<file path="src/design/fllcs_pkg.sv">
package fllcs_pkg;

    // ************************************************************
    // Register indices on the two-bit register port.
    // ************************************************************
    localparam logic [1:0] ADDR_CTRL_ONE = 2'h0;
    localparam logic [1:0] ADDR_CTRL_TWO = 2'h1;
    localparam logic [1:0] ADDR_TRIM     = 2'h2;
    localparam logic [1:0] ADDR_STATUS   = 2'h3;

    // ************************************************************
    // Reset values.
    // ************************************************************
    localparam logic [7:0] CTRL_ONE_RESET = 8'h04;
    localparam logic [7:0] CTRL_TWO_RESET = 8'h40;
    // Trim reset value is arbitrary mid-scale.
    localparam logic [7:0] TRIM_RESET     = 8'h80;

    // ************************************************************
    // Field positions of the first control register.
    // ************************************************************
    localparam int CLOCK_SOURCE_SELECT_HI   = 7;
    localparam int CLOCK_SOURCE_SELECT_LO   = 6;
    localparam int REFERENCE_DIVIDER_SELECT_HI   = 5;
    localparam int REFERENCE_DIVIDER_SELECT_LO   = 3;
    localparam int INTERNAL_REFERENCE_SELECT_BIT = 2;
    localparam int IRCLK_BIT = 1;
    localparam int IRSTP_BIT = 0;

    // ************************************************************
    // Field positions of the second control register.
    // ************************************************************
    localparam int BUS_DIVIDER_SELECT_HI   = 7;
    localparam int BUS_DIVIDER_SELECT_LO   = 6;
    localparam int RANGE_BIT = 5;
    localparam int HGO_BIT   = 4;
    localparam int LP_BIT    = 3;
    localparam int OSCILLATOR_REQUEST_BIT = 2;
    localparam int ERCLK_BIT = 1;
    localparam int ERSTP_BIT = 0;

    // ************************************************************
    // Clock source select codes.
    // ************************************************************
    localparam logic [1:0] SRC_LOOP     = 2'h0;
    localparam logic [1:0] SRC_INTERNAL = 2'h1;
    localparam logic [1:0] SRC_EXTERNAL = 2'h2;
    localparam logic [1:0] SRC_RESERVED = 2'h3;

    typedef enum logic [6:0] {
        FLLCS_LOOP_ENGAGED_INTERNAL       = 7'h01,
        FLLCS_LOOP_ENGAGED_EXTERNAL       = 7'h02,
        FLLCS_BYPASSED_INTERNAL           = 7'h04,
        FLLCS_BYPASSED_INTERNAL_LOW_POWER = 7'h08,
        FLLCS_BYPASSED_EXTERNAL           = 7'h10,
        FLLCS_BYPASSED_EXTERNAL_LOW_POWER = 7'h20,
        FLLCS_STOP                        = 7'h40
    } fllcs_mode_t;

endpackage : fllcs_pkg

</file>
<file path="src/design/fllcs_clock_source_unit.sv">
`timescale 1ns/1ps
`default_nettype none
// How it works
// - Out of reset the unit runs loop-engaged-internal.
// - Selected source passes a bus divider of 1, 2, 4 or 8.
// - Bus clock runs at half the divided unit output.
// - Debug clock is loop oscillator divided by two, ignoring the bus divider.
// - Loop reference is divided by a ratio from a three-bit field.
// - Internal reference takes a nine-bit software trim value.
// - Internal or external reference up to 5 MHz controls the loop.
// - Engaged-internal: output from loop on internal reference, debug from loop.
// - Engaged-external: output from loop on external reference, debug from loop.
// - Bypassed-internal: loop on, output from internal reference, debug from loop.
// - Bypassed-internal-low-power: loop off unless debug is active, output internal reference, debug clock only while debug is active.
// - Bypassed-external: loop on, output from external reference, debug from loop.
// - Bypassed-external-low-power: loop off unless debug is active, output external reference, debug clock only while debug is active.
// - Drive range, high gain, oscillator request, enable and stop enable.
// - Stop: loop off, no clocks, references per their stop enables.
// - The unit has no package pins; all ports are on-chip.
// - Source field picks loop, internal or external; fourth code reserved.
// - Bus divider field resets to divide by two.
// - Reference divider codes divide by 1 to 128, resetting to 1.
// - Reference select one picks internal, zero picks external.
module fllcs_clock_source_unit (
    input  wire logic       core_clk_in,
    input  wire logic       rst_b_in,
    input  wire logic [1:0] addr_in,
    input  wire logic [7:0] wr_data_in,
    input  wire logic       wr_in,
    input  wire logic       rd_in,
    output logic      [7:0] rd_data_out,
    input  wire logic       dco_tick_in,
    input  wire logic       int_ref_tick_in,
    input  wire logic       ext_ref_tick_in,
    input  wire logic       stop_in,
    input  wire logic       bdm_active_in,
    input  wire logic       oscillator_ready_in,
    output logic            clock_unit_output_tick_out,
    output logic            bus_clock_tick_out,
    output logic            debug_clock_tick_out,
    output logic            loop_reference_tick_out,
    output logic            loop_enable_out,
    output logic      [8:0] internal_reference_trim_out,
    output logic            internal_reference_output_enable_out,
    output logic            external_reference_enable_out,
    output logic            oscillator_range_out,
    output logic            oscillator_high_gain_out,
    output logic            oscillator_request_out,
    output fllcs_pkg::fllcs_mode_t mode_out
);

    // ************************************************************
    // State.
    // ************************************************************
    typedef struct packed {
        logic [7:0] ctrl_one;
        logic [7:0] ctrl_two;
        logic [7:0] trim;
        logic       fine_trim;
        logic [1:0] clock_source_select_act;
        logic [1:0] bus_divider_select_act;
        logic [6:0] div_cnt;
        logic [6:0] ref_cnt;
        logic       out_tick;
        logic       bus_tog;
        logic       bus_tick;
        logic       dbg_tog;
        logic       dbg_tick;
        logic       ref_tick;
        logic       loop_on;
        logic       reference_status;
        logic       osc_s1;
        logic       osc_s2;
        logic [7:0] rd_data;
        logic       int_en;
        logic       ext_en;
        fllcs_pkg::fllcs_mode_t mode;
    } fllcs_state_t;

    fllcs_state_t st;
    fllcs_state_t next_st;

    // Mask of ones for a power-of-two divide chosen by a select code.
    function automatic logic [6:0] fllcs_div_mask(input logic [2:0] sel);
        fllcs_div_mask = 7'(({7'h00, 1'b1} << sel) - 8'h01);
    endfunction : fllcs_div_mask

    function automatic fllcs_pkg::fllcs_mode_t fllcs_decode(
        input logic [1:0] clock_source_select,
        input logic       internal_reference_select,
        input logic       lp,
        input logic       stop
    );
        fllcs_pkg::fllcs_mode_t m;
        m = fllcs_pkg::FLLCS_LOOP_ENGAGED_INTERNAL;
        if (stop) begin
            m = fllcs_pkg::FLLCS_STOP;
        end else if (clock_source_select == fllcs_pkg::SRC_INTERNAL) begin
            m = lp ? fllcs_pkg::FLLCS_BYPASSED_INTERNAL_LOW_POWER
                   : fllcs_pkg::FLLCS_BYPASSED_INTERNAL;
        end else if (clock_source_select == fllcs_pkg::SRC_EXTERNAL) begin
            m = lp ? fllcs_pkg::FLLCS_BYPASSED_EXTERNAL_LOW_POWER
                   : fllcs_pkg::FLLCS_BYPASSED_EXTERNAL;
        end else if (!internal_reference_select) begin
            m = fllcs_pkg::FLLCS_LOOP_ENGAGED_EXTERNAL;
        end
        fllcs_decode = m;
    endfunction : fllcs_decode

    // ************************************************************
    // Next-state logic.
    // ************************************************************
    always_comb begin
        logic       src_tick;
        logic       lref_tick;
        logic       int_mode;
        logic       ext_mode;
        logic [6:0] bmask;
        logic [6:0] rmask;
        src_tick  = 1'b0;
        lref_tick = 1'b0;
        int_mode  = 1'b0;
        ext_mode  = 1'b0;
        bmask     = fllcs_div_mask({1'b0, st.bus_divider_select_act});
        rmask     = fllcs_div_mask(st.ctrl_one[fllcs_pkg::REFERENCE_DIVIDER_SELECT_HI:fllcs_pkg::REFERENCE_DIVIDER_SELECT_LO]);
        next_st   = st;

        // Register writes; the reserved source code is stored as the loop code.
        if (wr_in) begin
            unique case (addr_in)
                fllcs_pkg::ADDR_CTRL_ONE: begin
                    next_st.ctrl_one = wr_data_in;
                    if (wr_data_in[fllcs_pkg::CLOCK_SOURCE_SELECT_HI:fllcs_pkg::CLOCK_SOURCE_SELECT_LO]
                        == fllcs_pkg::SRC_RESERVED) begin
                        next_st.ctrl_one[fllcs_pkg::CLOCK_SOURCE_SELECT_HI:fllcs_pkg::CLOCK_SOURCE_SELECT_LO] =
                            fllcs_pkg::SRC_LOOP;
                    end
                end
                fllcs_pkg::ADDR_CTRL_TWO: next_st.ctrl_two  = wr_data_in;
                fllcs_pkg::ADDR_TRIM:     next_st.trim      = wr_data_in;
                fllcs_pkg::ADDR_STATUS:   next_st.fine_trim = wr_data_in[0];
            endcase
        end

        // Read data stands only in the cycle after the read strobe.
        next_st.rd_data = 8'h00;
        if (rd_in) begin
            unique case (addr_in)
                fllcs_pkg::ADDR_CTRL_ONE: next_st.rd_data = st.ctrl_one;
                fllcs_pkg::ADDR_CTRL_TWO: next_st.rd_data = st.ctrl_two;
                fllcs_pkg::ADDR_TRIM:     next_st.rd_data = st.trim;
                fllcs_pkg::ADDR_STATUS:   next_st.rd_data = {3'h0, st.reference_status, st.clock_source_select_act,
                                                             st.osc_s2, st.fine_trim};
            endcase
        end

        next_st.osc_s1 = oscillator_ready_in;
        next_st.osc_s2 = st.osc_s1;

        next_st.mode = fllcs_decode(st.ctrl_one[fllcs_pkg::CLOCK_SOURCE_SELECT_HI:fllcs_pkg::CLOCK_SOURCE_SELECT_LO],
                                    st.ctrl_one[fllcs_pkg::INTERNAL_REFERENCE_SELECT_BIT],
                                    st.ctrl_two[fllcs_pkg::LP_BIT], stop_in);
        // Low power turns the loop off in bypass unless debug is active.
        unique case (next_st.mode)
            fllcs_pkg::FLLCS_STOP:                        next_st.loop_on = 1'b0;
            fllcs_pkg::FLLCS_BYPASSED_INTERNAL_LOW_POWER,
            fllcs_pkg::FLLCS_BYPASSED_EXTERNAL_LOW_POWER: next_st.loop_on = bdm_active_in;
            default:                                      next_st.loop_on = 1'b1;
        endcase

        // Either reference, up to 5 MHz, may steer the loop.
        next_st.reference_status = st.ctrl_one[fllcs_pkg::INTERNAL_REFERENCE_SELECT_BIT];
        lref_tick = st.reference_status ? int_ref_tick_in : ext_ref_tick_in;
        next_st.ref_tick = 1'b0;
        if (lref_tick && st.loop_on) begin
            if ((st.ref_cnt & rmask) == rmask) begin
                next_st.ref_cnt  = 7'h00;
                next_st.ref_tick = 1'b1;
            end else begin
                next_st.ref_cnt = 7'(st.ref_cnt + 7'h01);
            end
        end

        // The selected source feeds the bus divider.
        unique case (st.clock_source_select_act)
            fllcs_pkg::SRC_INTERNAL: src_tick = int_ref_tick_in;
            fllcs_pkg::SRC_EXTERNAL: src_tick = ext_ref_tick_in;
            default:                 src_tick = dco_tick_in && st.loop_on;
        endcase
        next_st.out_tick = 1'b0;
        next_st.bus_tick = 1'b0;
        if (src_tick && !stop_in) begin
            if ((st.div_cnt & bmask) == bmask) begin
                next_st.div_cnt  = 7'h00;
                next_st.out_tick = 1'b1;
                next_st.bus_tick = st.bus_tog;
                next_st.bus_tog  = !st.bus_tog;
                // New source and ratio are taken only at a period boundary.
                next_st.clock_source_select_act = st.ctrl_one[fllcs_pkg::CLOCK_SOURCE_SELECT_HI:fllcs_pkg::CLOCK_SOURCE_SELECT_LO];
                next_st.bus_divider_select_act = st.ctrl_two[fllcs_pkg::BUS_DIVIDER_SELECT_HI:fllcs_pkg::BUS_DIVIDER_SELECT_LO];
            end else begin
                next_st.div_cnt = 7'(st.div_cnt + 7'h01);
            end
        end

        // Debug clock halves the loop oscillator whenever the loop runs.
        next_st.dbg_tick = 1'b0;
        if (dco_tick_in && st.loop_on) begin
            next_st.dbg_tick = st.dbg_tog;
            next_st.dbg_tog  = !st.dbg_tog;
        end

        // Reference enables; in stop each stays on only by its stop enable.
        int_mode = st.mode == fllcs_pkg::FLLCS_LOOP_ENGAGED_INTERNAL ||
                   st.mode == fllcs_pkg::FLLCS_BYPASSED_INTERNAL ||
                   st.mode == fllcs_pkg::FLLCS_BYPASSED_INTERNAL_LOW_POWER;
        ext_mode = st.mode == fllcs_pkg::FLLCS_LOOP_ENGAGED_EXTERNAL ||
                   st.mode == fllcs_pkg::FLLCS_BYPASSED_EXTERNAL ||
                   st.mode == fllcs_pkg::FLLCS_BYPASSED_EXTERNAL_LOW_POWER;
        if (next_st.mode == fllcs_pkg::FLLCS_STOP) begin
            if (st.mode != fllcs_pkg::FLLCS_STOP) begin
                next_st.int_en = st.ctrl_one[fllcs_pkg::IRSTP_BIT] &&
                                 (st.ctrl_one[fllcs_pkg::IRCLK_BIT] || int_mode);
                next_st.ext_en = st.ctrl_two[fllcs_pkg::ERSTP_BIT] &&
                                 (st.ctrl_two[fllcs_pkg::ERCLK_BIT] || ext_mode);
            end
        end else begin
            next_st.int_en = st.ctrl_one[fllcs_pkg::IRCLK_BIT] ||
                             next_st.mode == fllcs_pkg::FLLCS_LOOP_ENGAGED_INTERNAL ||
                             next_st.mode == fllcs_pkg::FLLCS_BYPASSED_INTERNAL ||
                             next_st.mode == fllcs_pkg::FLLCS_BYPASSED_INTERNAL_LOW_POWER;
            next_st.ext_en = st.ctrl_two[fllcs_pkg::ERCLK_BIT] ||
                             next_st.mode == fllcs_pkg::FLLCS_LOOP_ENGAGED_EXTERNAL ||
                             next_st.mode == fllcs_pkg::FLLCS_BYPASSED_EXTERNAL ||
                             next_st.mode == fllcs_pkg::FLLCS_BYPASSED_EXTERNAL_LOW_POWER;
        end
    end

    // ************************************************************
    // State register.
    // ************************************************************
    always_ff @(posedge core_clk_in or negedge rst_b_in) begin
        if (!rst_b_in) begin
            st          <= '0;
            st.ctrl_one <= fllcs_pkg::CTRL_ONE_RESET;
            st.ctrl_two <= fllcs_pkg::CTRL_TWO_RESET;
            st.trim     <= fllcs_pkg::TRIM_RESET;
            st.bus_divider_select_act <= fllcs_pkg::CTRL_TWO_RESET[fllcs_pkg::BUS_DIVIDER_SELECT_HI:fllcs_pkg::BUS_DIVIDER_SELECT_LO];
            st.clock_source_select_act <= fllcs_pkg::SRC_LOOP;
            st.loop_on  <= 1'b1;
            st.reference_status   <= 1'b1;
            st.int_en   <= 1'b1;
            st.mode     <= fllcs_pkg::FLLCS_LOOP_ENGAGED_INTERNAL;
        end else begin
            st <= next_st;
        end
    end

    // ************************************************************
    // Outputs; all on-chip, none reaches a package pin.
    // ************************************************************
    assign rd_data_out                          = st.rd_data;
    assign clock_unit_output_tick_out           = st.out_tick;
    assign bus_clock_tick_out                   = st.bus_tick;
    assign debug_clock_tick_out                 = st.dbg_tick;
    assign loop_reference_tick_out              = st.ref_tick;
    assign loop_enable_out                      = st.loop_on;
    assign internal_reference_trim_out          = {st.trim, st.fine_trim};
    assign internal_reference_output_enable_out = st.int_en;
    assign external_reference_enable_out        = st.ext_en;
    assign oscillator_range_out                 = st.ctrl_two[fllcs_pkg::RANGE_BIT];
    assign oscillator_high_gain_out             = st.ctrl_two[fllcs_pkg::HGO_BIT];
    assign oscillator_request_out               = st.ctrl_two[fllcs_pkg::OSCILLATOR_REQUEST_BIT];
    assign mode_out                             = st.mode;
endmodule : fllcs_clock_source_unit
`default_nettype wire

</file>
<file path="config.mk">
export PLATFORM = sky130hd
export DESIGN_NAME = fllcs_clock_source_unit
export DESIGN_NICKNAME = d
export VERILOG_FILES = /design/src/design/fllcs_pkg.sv /design/src/design/fllcs_clock_source_unit.sv
export SDC_FILE = /design/constraint.sdc
export NUM_CORES = 1
export LEC_CHECK = 0
export BUFFER_PORTS_ARGS = -buffer_cell sky130_fd_sc_hd__buf_2
export CORE_MARGIN = 5
export CORE_UTILIZATION = 56
export DETAILED_ROUTE_END_ITERATION = 10
export PLACE_DENSITY = 0.79
export SYNTH_ARGS = -nofsm -noshare
export SYNTH_HDL_FRONTEND = slang
export SYNTH_SLANG_ARGS = --single-unit
</file>
<file path="constraint.sdc">
create_clock -name core_clk_in -period 1.9 [get_ports core_clk_in]
set_input_delay 0.285 -clock core_clk_in [delete_from_list [all_inputs] [get_ports core_clk_in]]
set_output_delay 0.285 -clock core_clk_in [all_outputs]
set_load 0.02 [all_outputs]
</file>
==> results_dict.tcl <==
set metrics [dict create \
    vdd_drop_max_v 0.0006136 \
    track_usage 0.1966 \
    power_leakage_nw 1.795 \
    drive_gt1_frac 0.3625 \
    drc_errors 0 \
    grt_antenna_before_repair 0 \
    place_inst 389 \
    skew_ps 8.258 \
    synth-seq-area-share 0.5217 \
    syn_avg_cell_area_um2 11.98 \
    drtPass1Iterations 4 \
    drtIter0Drc 109 \
    clockRootBuffer "clkbuf_8" \
    cts_max_level 3 \
    ys.flop_type "dfrtp_1" \
    synth_area_leaders "dfrtp_1 46%, dfstp_2 6.2%, mux2_2 6.0%" \
    netlist_area_um2 3377 \
    max_freq_mhz 558.3 \
    hold_viol_final 0 \
    grt_pass1_wl_mm 11.40 \
    netlist_instances 282 \
    die_h_um 87.66 \
    clock-sinks 70 \
    slew_viol_final 0 \
    crit_type "flip-flop to flip-flop" \
    setup_viol 0 \
    pwr_density_cell_nw_per_um2 1304 \
    netlist.area_leader.share 0.4594 \
    endpoint_kind "flip-flop" \
    hp-class "input pin to flip-flop" \
    drt_wl_total_mm 6.782 \
    stdcell_count 406 \
    dp_hpwl_mm 4.842 \
    start_util 0.5738 \
    min_period_ps 1791 \
    synth_nets 307 \
    ys_seq_elements 70 \
    synth_top_area_cell "dfrtp_1" \
    path_max_fanout 6 \
    row_count 28 \
    avgViaCountPerCell 5.606 \
    area_growth_pct 13.52 \
    core_area_um2 5886 \
    ys_warn_count 0 \
    synth-edff-count 0 \
    grt_pass1_vias 2256 \
    synthTopCellsByCount "62 x dfrtp_1, 24 x buf_4, 19 x nand2_1, 18 x mux2_2, 13 x o21ai_0" \
    start_kind "flip-flop" \
    fin_crit_sh 0.9427 \
    setup_tns_ps 0 \
    diodes 0 \
    fin_util 0.6514 \
    io_buffers 53 \
    worstPathArrival_ps 2020 \
    place_congestion 0.8526 \
    num_io_pins 54 \
    fin_nets 351 \
    cts_tree "done" \
    overflow 0 \
    fp.dieArea_um2 7683 \
    die_x_um 87.66 \
    async_flop_share 1.000 \
    cts_buffers 9 \
    clk_path_buf_depth 2 \
    num_vias 2276 \
    path_clk_slew_ps 80 \
    cp.required_ps 2130 \
    yosysMostFrequentCell "dfrtp_1" \
    grt_max_degree 71 \
    ant_nets 0 \
    max_slew_margin 0.6482 \
    tightestPinTransition_ps 527.1 \
    insertion_delay_ps 340 \
    ys_types 54 \
    outcome "finished clean" \
    max_cap_violations 0 \
    wl_per_cell_um 16.70 \
    rsz0062_at_grt "false" \
]
## cells by family (layout without fill, tap and decap cells)
kind of cell,Yosys count,count (layout),synth area share
compound gates,50,50,0.1074
xor+xnor,6,6,0.01779
fa+ha+maj,5,5,0.01853
buf+inv,37,86,0.07113
flops,70,70,0.5217
mux,34,34,0.1312
simple gates,80,80,0.1323
## where the power goes
part	switching [W]	internal, W	total (W)
combinational	0.000811	0.000700	0.00151
sequential	0.000309	0.00185	0.00216
clock	0.000558	0.000770	0.00133
total	0.00168	0.00332	0.00500
## layout make-up
class                           count  area, µm²
Clock buffer                       10      137.6
Clock inverter                      6      85.08
Fill cell                         474       2052
Inverter                            8      30.03
Multi-Input combinational cell    175       1378
Sequential cell                    70       1762
Tap cell                           75      93.84
Timing Repair Buffer               62      347.8
## placed cells by master, fill, tap and decap left out, types with 7 or more instances in the layout
| master | count |
|---|---|
| dfrtp_1 | 62 |
| buf_2 | 53 |
| nand2_1 | 19 |
| mux2_2 | 18 |
| o21ai_0 | 13 |
| and2_1 | 11 |
| clkbuf_8 | 10 |
| inv_1 | 8 |
| dfstp_2 | 8 |
| nor2_1 | 7 |
| mux2_1 | 7 |
| buf_4 | 7 |
## timing repair
| action | 4_1_cts | 5_1_grt |
|---|---|---|
| setup buffers | 0 | 0 |
| hold buffers | 1 | 0 |
| gates resized for setup | 0 | 1 |
| setup endpoints to repair | 0 | 5 |
| endpoints found under the hold margin | 62 | 0 |
## stage by stage
step           setup slack, ps  hold WS [ps]  power, W  instance area, µm²
4_1_cts                  55.18         45.52  0.005026                3831
6_report                 108.9         61.08  0.005000                3834
3_5_place_dp             66.60         337.9  0.003681                3598
2_1_floorplan            186.4        -10.59  0.003311                3377
5_1_grt                  12.06         44.70  0.005326                3834
3_3_place_gp             120.7         335.2  0.003608                3598
## path summary, 6_finish.rpt
kind                                            start                                         to  slack (ps)  cells past startpoint
worst max-delay path               st[42]$_DFFE_PN0P_               bus_clock_tick_out$_DFF_PN0_         110                      6
worst min-delay path              oscillator_ready_in                      next_st[17]$_DFF_PN0_          60                      1
worst max register to register     st[42]$_DFFE_PN0P_               bus_clock_tick_out$_DFF_PN0_         110                      6
worst min register to register  next_st[17]$_DFF_PN0_                           st[17]$_DFF_PN0_         380                      0
max in group asynchronous                    rst_b_in                         st[60]$_DFFE_PN1P_        1060                      3
min in group asynchronous                    rst_b_in  external_reference_enable_out$_DFFE_PN0P_         490                      3
## routing by layer
metal,vias to the layer above,wire [µm],track usage
li1,1080,-,-
met1,1120,2868,0.2586
met2,65,3412,0.3151
met3,11,360,0.03763
met4,0,140,0.09344
met5,-,0,0
## sequential cells by signal, summed over array words and instances, names as in the netlist
signal and flops:
oscillator_range_out 1, oscillator_high_gain_out 1, clock_unit_output_tick_out 1, st 34, rd_data_out 8, internal_reference_trim_out 9, bus_clock_tick_out 1, loop_enable_out 1
mode_out 7, debug_clock_tick_out 1, loop_reference_tick_out 1, next_st 2, internal_reference_output_enable_out 1, oscillator_request_out 1, external_reference_enable_out 1
## worst max-delay path: stages (launching register included)
cell	delay (ps)
dfrtp_1	390
or2_1	250
ha_1	290
o22a_1	210
and3_1	220
buf_4	170
and2_1	150
Note: power is estimated with default switching activity, not from simulation.
